--- src/core/afe_slot_cfg_defines.vh ---
// constants for the slot timing and mode configuration bank
// assumes: included by the bank module and by the bench top, which uses its addresses and reset values
`ifndef AFE_SLOT_CFG_DEFINES_VH
`define AFE_SLOT_CFG_DEFINES_VH

// ****************************************
// register addresses
// ****************************************
`define ADDR_WINDOW 8'h39
`define ADDR_CHAIN 8'h42
`define ADDR_INT_ENABLE 8'h58
`define ADDR_INT_OPTIONS 8'h5A

// ****************************************
// reset values
// ****************************************
`define RST_WINDOW 16'h22FC
`define RST_CHAIN 16'h1C38
`define RST_INT_ENABLE 16'h0000
`define RST_INT_OPTIONS 16'h0000

// ****************************************
// field positions
// ****************************************
`define WIDTH_MSB 15
`define WIDTH_LSB 11
`define COARSE_MSB 10
`define COARSE_LSB 5
`define FINE_MSB 4
`define FINE_LSB 0
`define MODE_MSB 15
`define MODE_LSB 8
`define IND_GAIN_BIT 6
`define GAIN_MSB 1
`define GAIN_LSB 0
`define SECOND_INT_BIT 13
`define FIRST_INT_BIT 12
`define GAP_BIT 7
`define SECOND_PAIR_BIT 6
`define FIRST_PAIR_BIT 5

// ****************************************
// chain mode codes and gain scale
// ****************************************
`define CHAIN_NORMAL 8'h1C
`define CHAIN_DIGITAL 8'h1D
`define GAIN_BASE_KOHM 8'hC8

// ****************************************
// serial port constants
// ****************************************
`define BITS_PER_BYTE 4'h8
`define LAST_TX_BIT 4'h7

`endif

--- src/core/afe_slot_timing_mode_config.v ---
// serial-port register bank for per-slot acquisition timing and mode
// assumes: scl and sda inputs already synchronous to the system clock;
// the bus wire is resolved outside from the open-drain enable
`timescale 1ns/1ps
`include "afe_slot_cfg_defines.vh"

module afe_slot_timing_mode_config #(
    parameter [6:0] DEV_ADDR = 7'h2A // arbitrary default bus address
) (
    // clock and reset
    input wire I_SYS_CLK,
    input wire I_RST_N,
    // serial register port
    input wire I_SCL,
    input wire I_SDA,
    output wire O_SDA_OUT,
    output wire O_SDA_OE_N,
    // outside gain fields and second slot fine delay
    input wire [5:0] I_FIRST_SLOT_CH_GAIN,
    input wire [4:0] I_SECOND_SLOT_WINDOW_FINE_DELAY,
    // slot mode selects
    output wire O_FIRST_SLOT_INTEGRATE_SELECT,
    output wire O_SECOND_SLOT_INTEGRATE_SELECT,
    output wire O_FIRST_SLOT_PAIR_COUNT_SELECT,
    output wire O_SECOND_SLOT_PAIR_COUNT_SELECT,
    output wire O_INTEGRATE_GAP_ENABLE,
    output wire [4:0] O_FIRST_SLOT_GAP_US,
    output wire [4:0] O_SECOND_SLOT_GAP_US,
    // first slot window
    output wire [4:0] O_FIRST_SLOT_WINDOW_WIDTH,
    output wire [10:0] O_FIRST_SLOT_WINDOW_START,
    // first slot chain and gains
    output wire [7:0] O_FIRST_SLOT_CHAIN_MODE,
    output wire O_FIRST_SLOT_CHAIN_NORMAL,
    output wire O_FIRST_SLOT_CHAIN_DIGITAL,
    output wire [7:0] O_CH1_GAIN_KOHM,
    output wire [7:0] O_CH2_GAIN_KOHM,
    output wire [7:0] O_CH3_GAIN_KOHM,
    output wire [7:0] O_CH4_GAIN_KOHM
);

    // ****************************************
    // port engine states
    // ****************************************
    localparam [2:0] ST_IDLE = 3'h0;
    localparam [2:0] ST_ADDR = 3'h1;
    localparam [2:0] ST_ACK = 3'h2;
    localparam [2:0] ST_RX = 3'h3;
    localparam [2:0] ST_TX = 3'h4;
    localparam [2:0] ST_MACK = 3'h5;

    reg [15:0] window_reg, chain_reg, int_enable_reg, int_options_reg;
    reg scl_reg, sda_reg, scl_prev_reg, sda_prev_reg;
    reg [2:0] state_reg;
    reg [3:0] bit_cnt_reg;
    reg [7:0] shift_reg, pointer_reg, hold_hi_reg;
    reg rw_reg, lo_sent_reg, sda_oe_n_reg;
    reg [1:0] byte_idx_reg;

    wire scl_rise, scl_fall, bus_start, bus_stop;
    wire [15:0] rd_word, rd_next_word;
    wire [7:0] pointer_next;

    // ****************************************
    // read mux, unmapped addresses read zero
    // ****************************************
    function [15:0] read_word;
        input [7:0] addr;
        input [15:0] w0;
        input [15:0] w1;
        input [15:0] w2;
        input [15:0] w3;
        begin
            case (addr)
                `ADDR_WINDOW: read_word = w0;
                `ADDR_CHAIN: read_word = w1;
                `ADDR_INT_ENABLE: read_word = w2;
                `ADDR_INT_OPTIONS: read_word = w3;
                default: read_word = 16'h0000;
            endcase
        end
    endfunction

    // gain code to kilohm, halves per step
    function [7:0] gain_kohm;
        input [1:0] code;
        begin
            gain_kohm = `GAIN_BASE_KOHM >> code;
        end
    endfunction

    // ****************************************
    // bus pin sampling and event detect
    // ****************************************
    always @(posedge I_SYS_CLK or negedge I_RST_N) begin
        if (!I_RST_N) begin
            scl_reg <= 1'b1;
            sda_reg <= 1'b1;
            scl_prev_reg <= 1'b1;
            sda_prev_reg <= 1'b1;
        end else begin
            scl_reg <= I_SCL;
            sda_reg <= I_SDA;
            scl_prev_reg <= scl_reg;
            sda_prev_reg <= sda_reg;
        end
    end

    // edges and start or stop conditions
    assign scl_rise = scl_reg & ~scl_prev_reg;
    assign scl_fall = ~scl_reg & scl_prev_reg;
    assign bus_start = scl_reg & scl_prev_reg & sda_prev_reg & ~sda_reg;
    assign bus_stop = scl_reg & scl_prev_reg & ~sda_prev_reg & sda_reg;
    assign pointer_next = pointer_reg + 8'h01;
    assign rd_word = read_word(pointer_reg, window_reg, chain_reg, int_enable_reg,
        int_options_reg);
    assign rd_next_word = read_word(pointer_next, window_reg, chain_reg, int_enable_reg,
        int_options_reg);

    // ****************************************
    // serial engine and register storage
    // ****************************************
    always @(posedge I_SYS_CLK or negedge I_RST_N) begin
        if (!I_RST_N) begin
            window_reg <= `RST_WINDOW;
            chain_reg <= `RST_CHAIN;
            int_enable_reg <= `RST_INT_ENABLE;
            int_options_reg <= `RST_INT_OPTIONS;
            state_reg <= ST_IDLE;
            bit_cnt_reg <= 4'h0;
            shift_reg <= 8'h00;
            rw_reg <= 1'b0;
            byte_idx_reg <= 2'h0;
            pointer_reg <= 8'h00;
            hold_hi_reg <= 8'h00;
            lo_sent_reg <= 1'b0;
            sda_oe_n_reg <= 1'b1;
        end else if (bus_start) begin
            state_reg <= ST_ADDR;
            bit_cnt_reg <= 4'h0;
            byte_idx_reg <= 2'h0;
            sda_oe_n_reg <= 1'b1;
        end else if (bus_stop) begin
            state_reg <= ST_IDLE;
            sda_oe_n_reg <= 1'b1;
        end else begin
            case (state_reg)
                ST_ADDR, ST_RX: begin
                    if (scl_rise) begin
                        shift_reg <= {shift_reg[6:0], sda_reg};
                        bit_cnt_reg <= bit_cnt_reg + 4'h1;
                    end else if (scl_fall && bit_cnt_reg == `BITS_PER_BYTE) begin
                        bit_cnt_reg <= 4'h0;
                        if (state_reg == ST_ADDR) begin
                            if (shift_reg[7:1] == DEV_ADDR) begin
                                rw_reg <= shift_reg[0];
                                sda_oe_n_reg <= 1'b0;
                                state_reg <= ST_ACK;
                            end else begin
                                state_reg <= ST_IDLE;
                            end
                        end else begin
                            sda_oe_n_reg <= 1'b0;
                            state_reg <= ST_ACK;
                            case (byte_idx_reg)
                                2'h0: begin
                                    pointer_reg <= shift_reg;
                                    byte_idx_reg <= 2'h1;
                                end
                                2'h1: begin
                                    hold_hi_reg <= shift_reg;
                                    byte_idx_reg <= 2'h2;
                                end
                                default: begin
                                    // whole word stored, reserved bits too
                                    case (pointer_reg)
                                        `ADDR_WINDOW: window_reg <= {hold_hi_reg, shift_reg};
                                        `ADDR_CHAIN: chain_reg <= {hold_hi_reg, shift_reg};
                                        `ADDR_INT_ENABLE:
                                            int_enable_reg <= {hold_hi_reg, shift_reg};
                                        `ADDR_INT_OPTIONS:
                                            int_options_reg <= {hold_hi_reg, shift_reg};
                                        default: window_reg <= window_reg;
                                    endcase
                                    pointer_reg <= pointer_next;
                                    byte_idx_reg <= 2'h1;
                                end
                            endcase
                        end
                    end
                end
                ST_ACK: begin
                    if (scl_fall) begin
                        bit_cnt_reg <= 4'h0;
                        if (rw_reg) begin
                            // first byte of a read is the high byte
                            shift_reg <= rd_word[15:8];
                            sda_oe_n_reg <= rd_word[15];
                            lo_sent_reg <= 1'b0;
                            state_reg <= ST_TX;
                        end else begin
                            sda_oe_n_reg <= 1'b1;
                            state_reg <= ST_RX;
                        end
                    end
                end
                ST_TX: begin
                    if (scl_fall) begin
                        if (bit_cnt_reg == `LAST_TX_BIT) begin
                            sda_oe_n_reg <= 1'b1;
                            state_reg <= ST_MACK;
                        end else begin
                            shift_reg <= {shift_reg[6:0], 1'b0};
                            sda_oe_n_reg <= shift_reg[6];
                            bit_cnt_reg <= bit_cnt_reg + 4'h1;
                        end
                    end
                end
                ST_MACK: begin
                    if (scl_rise && sda_reg) begin
                        state_reg <= ST_IDLE; // host nack ends the read
                    end else if (scl_fall) begin
                        bit_cnt_reg <= 4'h0;
                        state_reg <= ST_TX;
                        if (!lo_sent_reg) begin
                            shift_reg <= rd_word[7:0];
                            sda_oe_n_reg <= rd_word[7];
                            lo_sent_reg <= 1'b1;
                        end else begin
                            shift_reg <= rd_next_word[15:8];
                            sda_oe_n_reg <= rd_next_word[15];
                            pointer_reg <= pointer_next;
                            lo_sent_reg <= 1'b0;
                        end
                    end
                end
                default: sda_oe_n_reg <= 1'b1;
            endcase
        end
    end

    // ****************************************
    // decoded configuration outputs
    // ****************************************
    reg first_int_reg, second_int_reg, first_pair_reg, second_pair_reg, gap_reg;
    reg mode_normal_reg, mode_digital_reg;
    reg [4:0] first_gap_reg, second_gap_reg, width_reg;
    reg [10:0] start_reg;
    reg [7:0] mode_reg, ch1_kohm_reg, ch2_kohm_reg, ch3_kohm_reg, ch4_kohm_reg;

    wire [1:0] shared_gain;
    wire ind_gain;
    wire [4:0] fine_delay;

    assign shared_gain = chain_reg[`GAIN_MSB:`GAIN_LSB];
    assign ind_gain = chain_reg[`IND_GAIN_BIT];
    assign fine_delay = window_reg[`FINE_MSB:`FINE_LSB];

    // registered view of the fields
    always @(posedge I_SYS_CLK or negedge I_RST_N) begin
        if (!I_RST_N) begin
            first_int_reg <= 1'b0;
            second_int_reg <= 1'b0;
            first_pair_reg <= 1'b0;
            second_pair_reg <= 1'b0;
            gap_reg <= 1'b0;
            first_gap_reg <= 5'h00;
            second_gap_reg <= 5'h00;
            width_reg <= 5'h00;
            start_reg <= 11'h000;
            mode_reg <= 8'h00;
            mode_normal_reg <= 1'b0;
            mode_digital_reg <= 1'b0;
            ch1_kohm_reg <= 8'h00;
            ch2_kohm_reg <= 8'h00;
            ch3_kohm_reg <= 8'h00;
            ch4_kohm_reg <= 8'h00;
        end else begin
            second_int_reg <= int_enable_reg[`SECOND_INT_BIT];
            first_int_reg <= int_enable_reg[`FIRST_INT_BIT];
            gap_reg <= int_options_reg[`GAP_BIT];
            // gap is zero unless gapped, else the fine offset in us
            first_gap_reg <= int_options_reg[`GAP_BIT] ? fine_delay : 5'h00;
            second_gap_reg <= int_options_reg[`GAP_BIT] ?
                I_SECOND_SLOT_WINDOW_FINE_DELAY : 5'h00;
            second_pair_reg <= int_options_reg[`SECOND_PAIR_BIT];
            first_pair_reg <= int_options_reg[`FIRST_PAIR_BIT];
            width_reg <= window_reg[`WIDTH_MSB:`WIDTH_LSB];
            // start in 31.25 ns units: coarse times 32 plus fine
            start_reg <= {window_reg[`COARSE_MSB:`COARSE_LSB], 5'h00} + {6'h00, fine_delay};
            mode_reg <= chain_reg[`MODE_MSB:`MODE_LSB];
            mode_normal_reg <= chain_reg[`MODE_MSB:`MODE_LSB] == `CHAIN_NORMAL;
            mode_digital_reg <= chain_reg[`MODE_MSB:`MODE_LSB] == `CHAIN_DIGITAL;
            // channel 1 always local, others outside when per-channel
            ch1_kohm_reg <= gain_kohm(shared_gain);
            ch2_kohm_reg <= gain_kohm(ind_gain ? I_FIRST_SLOT_CH_GAIN[1:0] : shared_gain);
            ch3_kohm_reg <= gain_kohm(ind_gain ? I_FIRST_SLOT_CH_GAIN[3:2] : shared_gain);
            ch4_kohm_reg <= gain_kohm(ind_gain ? I_FIRST_SLOT_CH_GAIN[5:4] : shared_gain);
        end
    end

    // ****************************************
    // output drive
    // ****************************************
    assign O_SDA_OUT = 1'b0; // open drain, only ever pulls low
    assign O_SDA_OE_N = sda_oe_n_reg;
    assign O_FIRST_SLOT_INTEGRATE_SELECT = first_int_reg;
    assign O_SECOND_SLOT_INTEGRATE_SELECT = second_int_reg;
    assign O_FIRST_SLOT_PAIR_COUNT_SELECT = first_pair_reg;
    assign O_SECOND_SLOT_PAIR_COUNT_SELECT = second_pair_reg;
    assign O_INTEGRATE_GAP_ENABLE = gap_reg;
    assign O_FIRST_SLOT_GAP_US = first_gap_reg;
    assign O_SECOND_SLOT_GAP_US = second_gap_reg;
    assign O_FIRST_SLOT_WINDOW_WIDTH = width_reg;
    assign O_FIRST_SLOT_WINDOW_START = start_reg;
    assign O_FIRST_SLOT_CHAIN_MODE = mode_reg;
    assign O_FIRST_SLOT_CHAIN_NORMAL = mode_normal_reg;
    assign O_FIRST_SLOT_CHAIN_DIGITAL = mode_digital_reg;
    assign O_CH1_GAIN_KOHM = ch1_kohm_reg;
    assign O_CH2_GAIN_KOHM = ch2_kohm_reg;
    assign O_CH3_GAIN_KOHM = ch3_kohm_reg;
    assign O_CH4_GAIN_KOHM = ch4_kohm_reg;

endmodule

--- config.mk ---
export PLATFORM = sky130hd
export DESIGN_NAME = afe_slot_timing_mode_config
export DESIGN_NICKNAME = d
export VERILOG_FILES = /design/src/core/afe_slot_timing_mode_config.v
export VERILOG_INCLUDE_DIRS = /design/src /design/src/core
export SDC_FILE = /design/constraint.sdc
export NUM_CORES = 1
export LEC_CHECK = 0
export BUFFER_PORTS_ARGS = -buffer_cell sky130_fd_sc_hd__buf_2
export CAP_MARGIN = 30
export CORE_MARGIN = 5
export CORE_UTILIZATION = 63
export DETAILED_ROUTE_END_ITERATION = 8
export PLACE_DENSITY = 0.91
export SLEW_MARGIN = 20
export SYNTH_ARGS = -nofsm -noshare
export SYNTH_HDL_FRONTEND = slang
export SYNTH_SLANG_ARGS = --single-unit
--- constraint.sdc ---
create_clock -name I_SYS_CLK -period 4.7 [get_ports I_SYS_CLK]
set_clock_uncertainty 0.05 [all_clocks]
set_input_delay 0.235 -clock I_SYS_CLK [delete_from_list [all_inputs] [get_ports I_SYS_CLK]]
set_output_delay 0.235 -clock I_SYS_CLK [all_outputs]
set_load 0.01 [all_outputs]
==> results.yml, run 1 <==
sta:
  max_freq_ghz: 0.294
  drv_slew: 0
  relSlewSlack_pct: 38.8
  fin_hold_ws_ns: 0.0210
  layout_min_cycle_time_ns: 3.40
  hold_viol: 0
  period_share_pct: 72.3
  worstMarginPinSlew_ns: 0.915
  grt_setup_unrepaired: "false"
  setup_viol: 0
  fin_setup_tns_ns: 0
power_and_ir_drop:
  ir_worst_vdd_v: 0.000274
  power.total_uw: 3890
  p_leak_uw: 0.00439
  powerDensity_mw_per_mm2: 426
drt:
  wl_per_cell_microns: 22.7
  vias: 6010
  routed_wl_microns: 21100
  dr.pass1.iters: 6
  routed_via_density: 6.49
  drc: 0
  ant_nets: 0
  dr.first_iter.drc_count: 816
logic_synthesis:
  ys_ff_latch: 177
  synthFlopType: "dfrtp_1"
  synth_area_sq_mm: 0.00795
  syn_avg_cell_area_sq_um: 11.9
  yosysWarnings: 0
  netlist_instances: 668
  ys_seq_area_share_pct: 56.0
  synth.distinct_cells: 62
  synth_edf_count: 0
  ys_async_sr_fraction_pct: 100
  syn_nets: 706
final_layout:
  nets: 779
  drive_gt1_share_pct: 29.2
  antenna_cells: 0
  syn_to_final_growth_pct: 15.0
  final_core_util_pct: 73.1
  fin_area_sq_mm: 0.00914
  num-fill-cells: 798
global_routing:
  antenna_found_initial: 0
  grt_pass1_vias: 6066
  grtUsageMet1_pct: 36.5
  grt_pass1_wl_microns: 33300
  use_met3_pct: 7.28
  grt_max_degree: 81
  grt_busiest_layer: "met2"
  grt_remaining_overflow: 0
  grtUsageMet2_pct: 49.4
  track_usage_pct: 29.4
floorplan:
  die_height_microns: 122
  die_x_microns: 122
  core_sq_mm: 0.0125
  ios: 90
  die-area_sq_mm: 0.0150
  initial_core_util_pct: 63.5
  num_rows: 41
clocking:
  h-tree-depth: 4
  clock_latency_ns: 0.44
  cts_sinks: 177
  cts_root_buf: "clkbuf_16"
  clk_pin_slew_ns: 0.07
  cts_tree: "done"
  cts_made_buffers: 17
  post-cts-setup-buffers: 0
  cts_buffer_depth: 2
worst_setup_path:
  required_ns: 4.98
  crit_path_max_fanout: 16
  cp-end-kind: "flop"
  start_kind: "flop"
  path_class: "reg -> reg"
  arrival_ns: 3.68
min_path:
  hp-class: "in -> reg"
job:
  maxCapViolations: 0
place:
  numPortBuffers: 88
  gp_congestion: 0.928
  dpl-instance-area_sq_mm: 0.00843
  post-dp-hpwl_microns: 13200
outcome:
  status: "complete, no violations"
-- Yosys cell counts (7+ instances only) --
cell type  number  area share, %
mux2_2         62            8.8
a21oi_1        31            2.0
o2bb2ai_1       8           0.88
nand2b_1       11           0.87
nor2_1         30            1.4
a22o_1         23            2.5
o21ai_0        35            2.2
ha_1           23            3.6
a22oi_1        19            1.8
inv_1          22            1.0
buf_2          19            1.2
a32oi_1         9           0.99
dfrtp_1       158             50
clkbuf_1       20           0.94
mux2_1         10            1.4
nand4_1         7           0.55
dfstp_2        19            6.3
and2_1         14            1.1
nand3_1        15           0.94
nand2_1        29            1.4
-- layout make-up --
type / instances / area, sq um / share of cell area [%]
clock inverters: 14 / 194 / 2.12
inverters: 23 / 86.3 / 0.944
multi-input cells: 421 / 3190 / 34.9
well taps: 172 / 215 / 2.35
clock buffers: 18 / 439 / 4.80
flip-flops and latches: 177 / 4450 / 48.7
repair buffers: 101 / 564 / 6.17
-- cell usage in the layout (no fill, tap or decap), types with 3 or more instances in the layout --
cell type,instances
dfrtp_1,158
buf_2,87
mux2_2,62
o21ai_0,35
a21oi_1,31
nor2_1,30
nand2_1,29
a22o_1,23
ha_1,23
inv_1,22
dfstp_2,19
a22oi_1,19
clkbuf_16,17
nand3_1,15
and2_1,14
nand2b_1,11
mux2_1,10
a32oi_1,9
o2bb2ai_1,8
dlygate4sd3_1,8
nand4_1,7
nor3_1,6
nor3b_1,6
o22a_1,6
o22ai_1,6
a31oi_1,6
buf_4,5
nor2b_1,4
and3_1,4
mux2i_1,4
o32ai_1,4
or2_2,4
inv_6,4
nor4_1,3
a211oi_1,3
or3_1,3
bufinv_16,3
-- worst max-delay path: stages (launching register included) --
cell and delay, ns:
dfrtp_1 0.48, inv_1 0.13, ha_1 0.40, and4bb_1 0.67, and2_1 0.42, nand4_2 0.62, mux2_2 0.51
-- kinds of logic (layout without fill, tap and decap cells) --
logic type	Yosys count	after routing	share of synthesized area, %
AO/OA/AOI/OAI	164	164	14.3
adder cells (fa/ha/maj)	23	23	3.62
buffers and inverters	70	156	3.93
flip-flops	177	177	56.0
multiplexers	76	76	10.7
other	1	1	0.0472
AND/OR/NAND/NOR	157	157	11.4
-- metal layers --
layer | wire length, microns | share of wire, %
met4 | 715 | 3.4
met2 | 10300 | 49
met5 | 0 | 0
met3 | 1990 | 9.4
met1 | 8010 | 38
-- through the flow --
step           cells  setup slack, ns
6_report         926             1.30
5_1_grt          926             1.24
4_1_cts          926             1.39
3_5_place_dp     886             1.48
3_3_place_gp     885             1.64
2_1_floorplan    668             2.41
-- final timing paths --
kind	endpoint	depth (start not counted)	slack [ns]	startpoint
max	window_reg[10]$_DFFE_PN0P_	6	1.30	pointer_reg[1]$_DFFE_PN0P_
max in group asynchronous	O_FIRST_SLOT_WINDOW_WIDTH[4]$_DFF_PN0_	3	3.12	I_RST_N
min	O_CH4_GAIN_KOHM[6]$_DFF_PN0_	2	0.02	I_FIRST_SLOT_CH_GAIN[5]
max reg2reg	window_reg[10]$_DFFE_PN0P_	6	1.30	pointer_reg[1]$_DFFE_PN0P_
min in group asynchronous	O_SECOND_SLOT_GAP_US[0]$_DFF_PN0_	2	0.37	I_RST_N
min reg2reg	scl_prev_reg$_DFF_PN1_	0	0.35	scl_reg$_DFF_PN1_
-- power by group --
| group | internal, uW | switching [uW] | leakage, uW |
|---|---|---|---|
| Sequential | 1590 | 232 | 0.00228 |
| Combinational | 208 | 330 | 0.00180 |
| Clock | 870 | 660 | 0.000308 |
-- timing repair --
action                    in CTS  in global routing
hold endpoints to repair      79                  0
hold buffers                   8                  0
resized for setup              0                  0
Power figures use the tool's default switching activity.
==> run 2: changes to the inputs <==
--- a/config.mk
+++ b/config.mk
@@ -6,12 +6,13 @@
 export SDC_FILE = /design/constraint.sdc
 export NUM_CORES = 1
 export LEC_CHECK = 0
+export ABC_AREA = 1
 export BUFFER_PORTS_ARGS = -buffer_cell sky130_fd_sc_hd__buf_2
 export CAP_MARGIN = 30
 export CORE_MARGIN = 5
-export CORE_UTILIZATION = 63
+export CORE_UTILIZATION = 59
 export DETAILED_ROUTE_END_ITERATION = 8
-export PLACE_DENSITY = 0.91
+export PLACE_DENSITY = 0.86
 export SLEW_MARGIN = 20
 export SYNTH_ARGS = -nofsm -noshare
 export SYNTH_HDL_FRONTEND = slang
==> constraint.sdc (replaced) <==
create_clock -name I_SYS_CLK -period 3.2 [get_ports I_SYS_CLK]
set_clock_uncertainty 0.05 [all_clocks]
set_input_delay 0.16 -clock I_SYS_CLK [delete_from_list [all_inputs] [get_ports I_SYS_CLK]]
set_output_delay 0.16 -clock I_SYS_CLK [all_outputs]
set_load 0.01 [all_outputs]
==> run 2 against run 1 <==
Against the previous run:
- via count up 13%
- first-iteration DRC count is 2.2% higher
- critical path depth is 2 higher
- critical path type unchanged
- critical endpoint is now window_reg[0]$_DFFE_PN0P_
- largest power group unchanged
==> results.yml, run 2 <==
outcome:
  status: "complete, no violations"
logic_synthesis:
  synth.most_common_cell: "nand2_1"
  netlist_instances: 911
  ys_seq_area_share_pct: 55.3
  synth_top_cell_area_share_pct: 49.1
  synth.distinct_cells: 39
  yosys-top-cells-area: "dfrtp_1, nand2_1, dfstp_2, o21ai_0, inv_1"
  synthFlopType: "dfrtp_1"
  yosysWarnings: 0
  ys_ff_latch: 177
  syn_nets: 949
  synth_area_leader_cell: "dfrtp_1"
  synth_edf_count: 0
  synth_commonest_cells: "nand2_1, dfrtp_1, inv_1, o21ai_0, nand3_1"
  synth_area_sq_mm: 0.00805
  syn_avg_cell_area_sq_um: 8.84
  ys_async_sr_fraction_pct: 100
drt:
  wl_per_cell_microns: 17.3
  dr.first_iter.drc_count: 834
  routed_wl_microns: 20700
  dr.pass1.iters: 6
  ant_nets: 0
  drc: 0
  routed_via_density: 5.64
  vias: 6769
sta:
  drv_slew: 0
  period_share_pct: 77.6
  layout_min_cycle_time_ns: 2.48
  hold_viol: 0
  relSlewSlack_pct: 37.6
  fin_hold_ws_ns: 0.107
  max_freq_ghz: 0.403
  fin_setup_tns_ns: 0
  setup_viol: 0
  grt_setup_unrepaired: "false"
  worstMarginPinSlew_ns: 0.934
floorplan:
  die_x_microns: 127
  die-area_sq_mm: 0.0161
  initial_core_util_pct: 60.6
  core_sq_mm: 0.0133
  ios: 90
  num_rows: 42
  die_height_microns: 127
final_layout:
  stdcell_count: 1201
  antenna_cells: 0
  nets: 1050
  drive_gt1_share_pct: 18.5
  num-fill-cells: 985
  register_area_sq_mm: 0.00445
  fin_area_sq_mm: 0.00935
  multi_input_area_sq_mm: 0.00303
  layout_common_cells: "nand2_1, dfrtp_1, inv_1, o21ai_0, buf_2"
  syn_to_final_growth_pct: 16.1
  layout_commonest_cell: "nand2_1"
worst_setup_path:
  max_stage_delay_ns: 0.69
  required_ns: 3.48
  cp_num_buf_inv: 1
  crit_family: "simple AND/OR/NAND/NOR gates"
  start_kind: "flop"
  crit_chain: "nand2_1 -> nor3_2 -> inv_2 -> nand2_1 -> nor3_2 -> nand2_1 -> nand2_1 -> o21ai_0"
  arrival_ns: 2.77
  path_class: "reg -> reg"
  crit_top_cell: "nand2_1"
  crit_path_max_fanout: 32
  cp-end-kind: "flop"
  worst_path_max_delay_cell: "nand2_1"
global_routing:
  grt_max_degree: 75
  track_usage_pct: 26.8
  grt_remaining_overflow: 0
  grt_pass1_vias: 6515
  grt_pass1_wl_microns: 34000
  antenna_found_initial: 0
power_and_ir_drop:
  ir_worst_vdd_v: 0.000522
  p_leak_uw: 0.00469
  power.total_uw: 6780
  powerDensity_mw_per_mm2: 726
clocking:
  cts_made_buffers: 17
  cts_root_buf: "clkbuf_16"
  clock_latency_ns: 0.44
  cts_resized: 0
  cts_sinks: 177
  cts_buffer_depth: 2
  h-tree-depth: 4
  cts_tree: "done"
  clk_pin_slew_ns: 0.07
place:
  post-dp-hpwl_microns: 14600
  gp_congestion: 0.914
  numPortBuffers: 88
  dpl-instance-area_sq_mm: 0.00864
  dp.cells: 1157
job:
  maxCapViolations: 0
min_path:
  hp-class: "in -> reg"
==> run 2: through the flow <==
| step | setup WS, ns | utilization [%] |
|---|---|---|
| after global placement | 0.811 | 65.0 |
| after floorplan | 1.27 | - |
| after global routing | 0.493 | 70.3 |
| after detailed placement | 0.645 | 65.0 |
| after CTS | 0.623 | 70.2 |
| final | 0.716 | 70.3 |
==> run 2: logic make-up (layout without fill, tap and decap cells) <==
family	Yosys count	after routing	share of synthesized area, %
DFF	177	177	55.3
buffers and inverters	141	255	7.11
AOI/OAI and AO/OA	155	155	10.2
other	1	1	0.0466
and+or+nand+nor	413	413	23.6
adders and majority gates	23	23	3.57
muxes	1	1	0.140
==> run 2: final cells by class <==
type	count	share of cell area, %
Clock buffer	20	4.78
Multi-Input combinational cell	593	32.4
Inverter	115	4.62
Tap cell	176	2.36
Clock inverter	12	1.46
Sequential cell	177	47.6
Timing Repair Buffer	108	6.76
==> run 2: where the power goes <==
part / leakage [uW] / internal (uW) / switching [uW]
Clock: 0.000282 / 1130 / 931
Sequential: 0.00230 / 2410 / 223
Combinational: 0.00210 / 616 / 1470
Total: 0.00469 / 4150 / 2630
==> run 2: worst reg2reg max path, stage by stage (launching register included) <==
cell     delay, ns
dfstp_2       0.58
nand2_1       0.10
nor3_2        0.26
inv_2         0.12
nand2_1       0.22
nor3_2        0.10
nand2_1       0.69
nand2_1       0.14
o21ai_0       0.12
==> run 2: routing by layer <==
layer  share of wire, %  wire length [microns]  GRT usage, %  vias up
met2                 48                   9930          43.2      358
met4                2.5                    518          10.8        0
met1                 40                   8360          36.1     3205
met3                9.2                   1920          5.38       51
li1                   -                      -             -     3155
met5                  0                      0             0        -
==> run 2: repair_timing <==
item                      4_1_cts  5_1_grt
hold endpoints to repair       63        0
hold buffers                   11        0
setup buffers                   0        0
==> run 2: worst paths after layout <==
kind | start | to | slack, ns | cells past startpoint
max | scl_reg$_DFF_PN1_ | window_reg[0]$_DFFE_PN0P_ | 0.72 | 8
max reg2reg | scl_reg$_DFF_PN1_ | window_reg[0]$_DFFE_PN0P_ | 0.72 | 8
min reg2reg | sda_reg$_DFF_PN1_ | sda_prev_reg$_DFF_PN1_ | 0.34 | 0
min in group asynchronous | I_RST_N | chain_reg[14]$_DFFE_PN0P_ | 0.25 | 2
max in group asynchronous | I_RST_N | O_SDA_OE_N$_DFFE_PN1P_ | 1.96 | 3
min | I_FIRST_SLOT_CH_GAIN[4] | O_CH4_GAIN_KOHM[7]$_DFF_PN0_ | 0.11 | 3
==> run 3: changes to the inputs <==
--- a/config.mk
+++ b/config.mk
@@ -6,13 +6,13 @@
 export SDC_FILE = /design/constraint.sdc
 export NUM_CORES = 1
 export LEC_CHECK = 0
-export ABC_AREA = 1
+export ABC_AREA = 0
 export BUFFER_PORTS_ARGS = -buffer_cell sky130_fd_sc_hd__buf_2
 export CAP_MARGIN = 30
 export CORE_MARGIN = 5
-export CORE_UTILIZATION = 59
+export CORE_UTILIZATION = 53
 export DETAILED_ROUTE_END_ITERATION = 8
-export PLACE_DENSITY = 0.86
+export PLACE_DENSITY = 0.82
 export SLEW_MARGIN = 20
 export SYNTH_ARGS = -nofsm -noshare
 export SYNTH_HDL_FRONTEND = slang
==> constraint.sdc (replaced) <==
create_clock -name I_SYS_CLK -period 2.1 [get_ports I_SYS_CLK]
set_clock_uncertainty 0.05 [all_clocks]
set_input_delay 0.105 -clock I_SYS_CLK [delete_from_list [all_inputs] [get_ports I_SYS_CLK]]
set_output_delay 0.105 -clock I_SYS_CLK [all_outputs]
set_load 0.01 [all_outputs]
==> run 3 against run 2 <==
Against the previous run:
- the flow now finishes with violations (negative setup slack)
- sequential cell count unchanged
- cell area increased by 14%
- register-to-register slack got worse by 0.90 ns
- cell count fell by 13%
- die area increased by 9.1%
- worst hold slack worse by 0.065 ns
- global-route usage is 2.0 points lower
- critical path type unchanged
- critical endpoint is now int_options_reg[11]$_DFFE_PN0P_
==> results.yml, run 3 (same netlist as run 1, synthesis figures left out) <==
worst_setup_path:
  start_kind: "flop"
  crit_path_max_fanout: 6
  r2r_start: "bit_cnt_reg[0]$_DFFE_PN0P_"
  regToRegEndpoint: "int_options_reg[11]$_DFFE_PN0P_"
  arrival_ns: 2.55
  path_class: "reg -> reg"
  crit_path_start: "bit_cnt_reg[0]$_DFFE_PN0P_"
  required_ns: 2.37
  reg2regPathDepth: 9
  rrSetupSlack_ns: -0.18
  cp-end-kind: "flop"
sta:
  layout_min_cycle_time_ns: 2.28
  max_freq_ghz: 0.438
  drv_slew: 0
  worst_slack_ns: -0.181
  worstMarginPinSlew_ns: 0.583
  grt_setup_unrepaired: "true"
  hold_viol: 0
  period_share_pct: 109
  fin_hold_ws_ns: 0.0420
  relSlewSlack_pct: 60.8
  setup_viol: 94
clocking:
  h-tree-depth: 4
  cts_sinks: 177
  cts_root_buf: "clkbuf_16"
  clock_latency_ns: 0.43
  clk_pin_slew_ns: 0.07
  cts_buffer_depth: 2
  cts_made_buffers: 17
  cts_tree: "done"
floorplan:
  die_x_microns: 132
  die-area_sq_mm: 0.0176
  die_height_microns: 132
  ios: 90
  num_rows: 44
  core_sq_mm: 0.0146
  initial_core_util_pct: 54.3
drt:
  routed_via_density: 6.47
  dr.pass1.iters: 7
  vias: 6739
  drc: 0
  wl_per_cell_microns: 23.9
  routed_wl_microns: 24900
  dr.first_iter.drc_count: 728
  ant_nets: 0
global_routing:
  grt_pass1_wl_microns: 35000
  grt_max_degree: 58
  antenna_found_initial: 0
  grt_pass1_vias: 6398
  track_usage_pct: 24.9
  grt_remaining_overflow: 0
min_path:
  min_to: "O_CH2_GAIN_KOHM[7]$_DFF_PN0_"
  hp-class: "in -> reg"
  hold_depth: 3
  min-delay-start: "I_FIRST_SLOT_CH_GAIN[0]"
final_layout:
  drive_gt1_share_pct: 46.0
  nets: 882
  fin_area_sq_mm: 0.0106
  syn_to_final_growth_pct: 33.8
  layout_commonest_cell: "dfrtp_1"
  final_core_util_pct: 72.6
  layout_common_cells: "dfrtp_1, buf_2, buf_4, mux2_2"
outcome:
  violations: "negative setup slack"
  status: "finished with violations"
power_and_ir_drop:
  powerDensity_mw_per_mm2: 899
  p_leak_uw: 0.00509
  internal_power_uw: 6380
  p_sw_uw: 3190
  ir_worst_vdd_v: 0.000757
  clockPowerShare_pct: 33.2
  combPwrFrac_pct: 25.8
  swShare_pct: 33.3
  pwr-share-seq_pct: 41.0
place:
  post-dp-hpwl_microns: 14800
  dpl-instance-area_sq_mm: 0.00915
  numPortBuffers: 88
  gp_congestion: 0.982
  post-place-ws_ns: -0.143
job:
  maxCapViolations: 0
-- run 3: changes by cell type in the layout (fill, tap and decap cells not counted), sizes merged, moves of 11 or more --
| cell | previous run | this run |
|---|---|---|
| a22o | 0 | 23 |
| and2 | 0 | 14 |
| nor3 | 19 | 8 |
| inv | 123 | 29 |
| nand2b | 0 | 11 |
| mux2 | 1 | 72 |
| nor2 | 55 | 30 |
| nand2 | 252 | 29 |
| nand3 | 48 | 15 |
| o21ai | 112 | 35 |
| a22oi | 0 | 19 |
| buf | 97 | 190 |
| nand4 | 32 | 9 |
-- run 3: how the worst max path moves through the flow --
| stage | endpoint | cells past startpoint |
|---|---|---|
| after floorplan | int_options_reg[6]$_DFFE_PN0P_ | 8 |
| after global placement | shift_reg[7]$_DFFE_PN0P_ | 7 |
| after detailed placement | bit_cnt_reg[3]$_DFFE_PN0P_ | 8 |
| after CTS | O_SDA_OE_N$_DFFE_PN1P_ | 7 |
| after global routing | int_options_reg[10]$_DFFE_PN0P_ | 9 |
| final | int_options_reg[11]$_DFFE_PN0P_ | 9 |
-- run 3: repair_timing --
item | in CTS | in global routing
setup endpoints to repair | 47 | 95
hold buffers | 11 | 0
pin swaps | 3 | 32
gates cloned | 1 | 3
gates resized for setup | 29 | 118
hold endpoints to repair | 57 | 0
setup buffers | 4 | 11
-- run 3: power groups by stage --
stage | Sequential (uW) | Combinational (uW) | Clock (uW)
floorplan | 3740 | 1140 | 0
global placement | 3900 | 1840 | 0
detailed placement | 3910 | 1880 | 0
CTS | 3860 | 1940 | 3180
global route | 3920 | 2590 | 3340
finish | 3920 | 2470 | 3170
-- run 3: through the flow --
stage | power [uW] | TNS [ns] | instances
2_1_floorplan | 4880 | -1.37 | 668
3_5_place_dp | 5780 | -2.40 | 980
3_3_place_gp | 5740 | -0.391 | 980
5_1_grt | 9850 | -12.90 | 1041
6_report | 9570 | -9.55 | 1042
4_1_cts | 8980 | -0.0359 | 1028
-- run 3: worst max-delay path, cell delays in order, from the launching register on --
cell and delay [ns]:
dfrtp_1 0.41, inv_2 0.09, ha_4 0.11, nand3b_1 0.14
buf_6 0.17, nor3_4 0.29, nand3_2 0.16, nor3_4 0.20
buf_4 0.20, mux2_1 0.34
-- run 3: final cells by class --
class                   count  area [sq um]
clock buffers              18           429
repair buffers            204          1590
clock inverters            14           160
well taps                 184           230
inverters                  23          86.3
flip-flops and latches    177          4460
fillers                   912          4010
diodes                      1          2.50
multi-input cells         421          3680
-- run 3: per-layer routing --
layer	vias up	part of all wire [%]	global-route usage, %
li1	2778	-	-
met1	3289	39	32.6
met2	517	46	40.1
met3	155	10	6.76
met4	0	5.1	8.95
met5	-	0	0
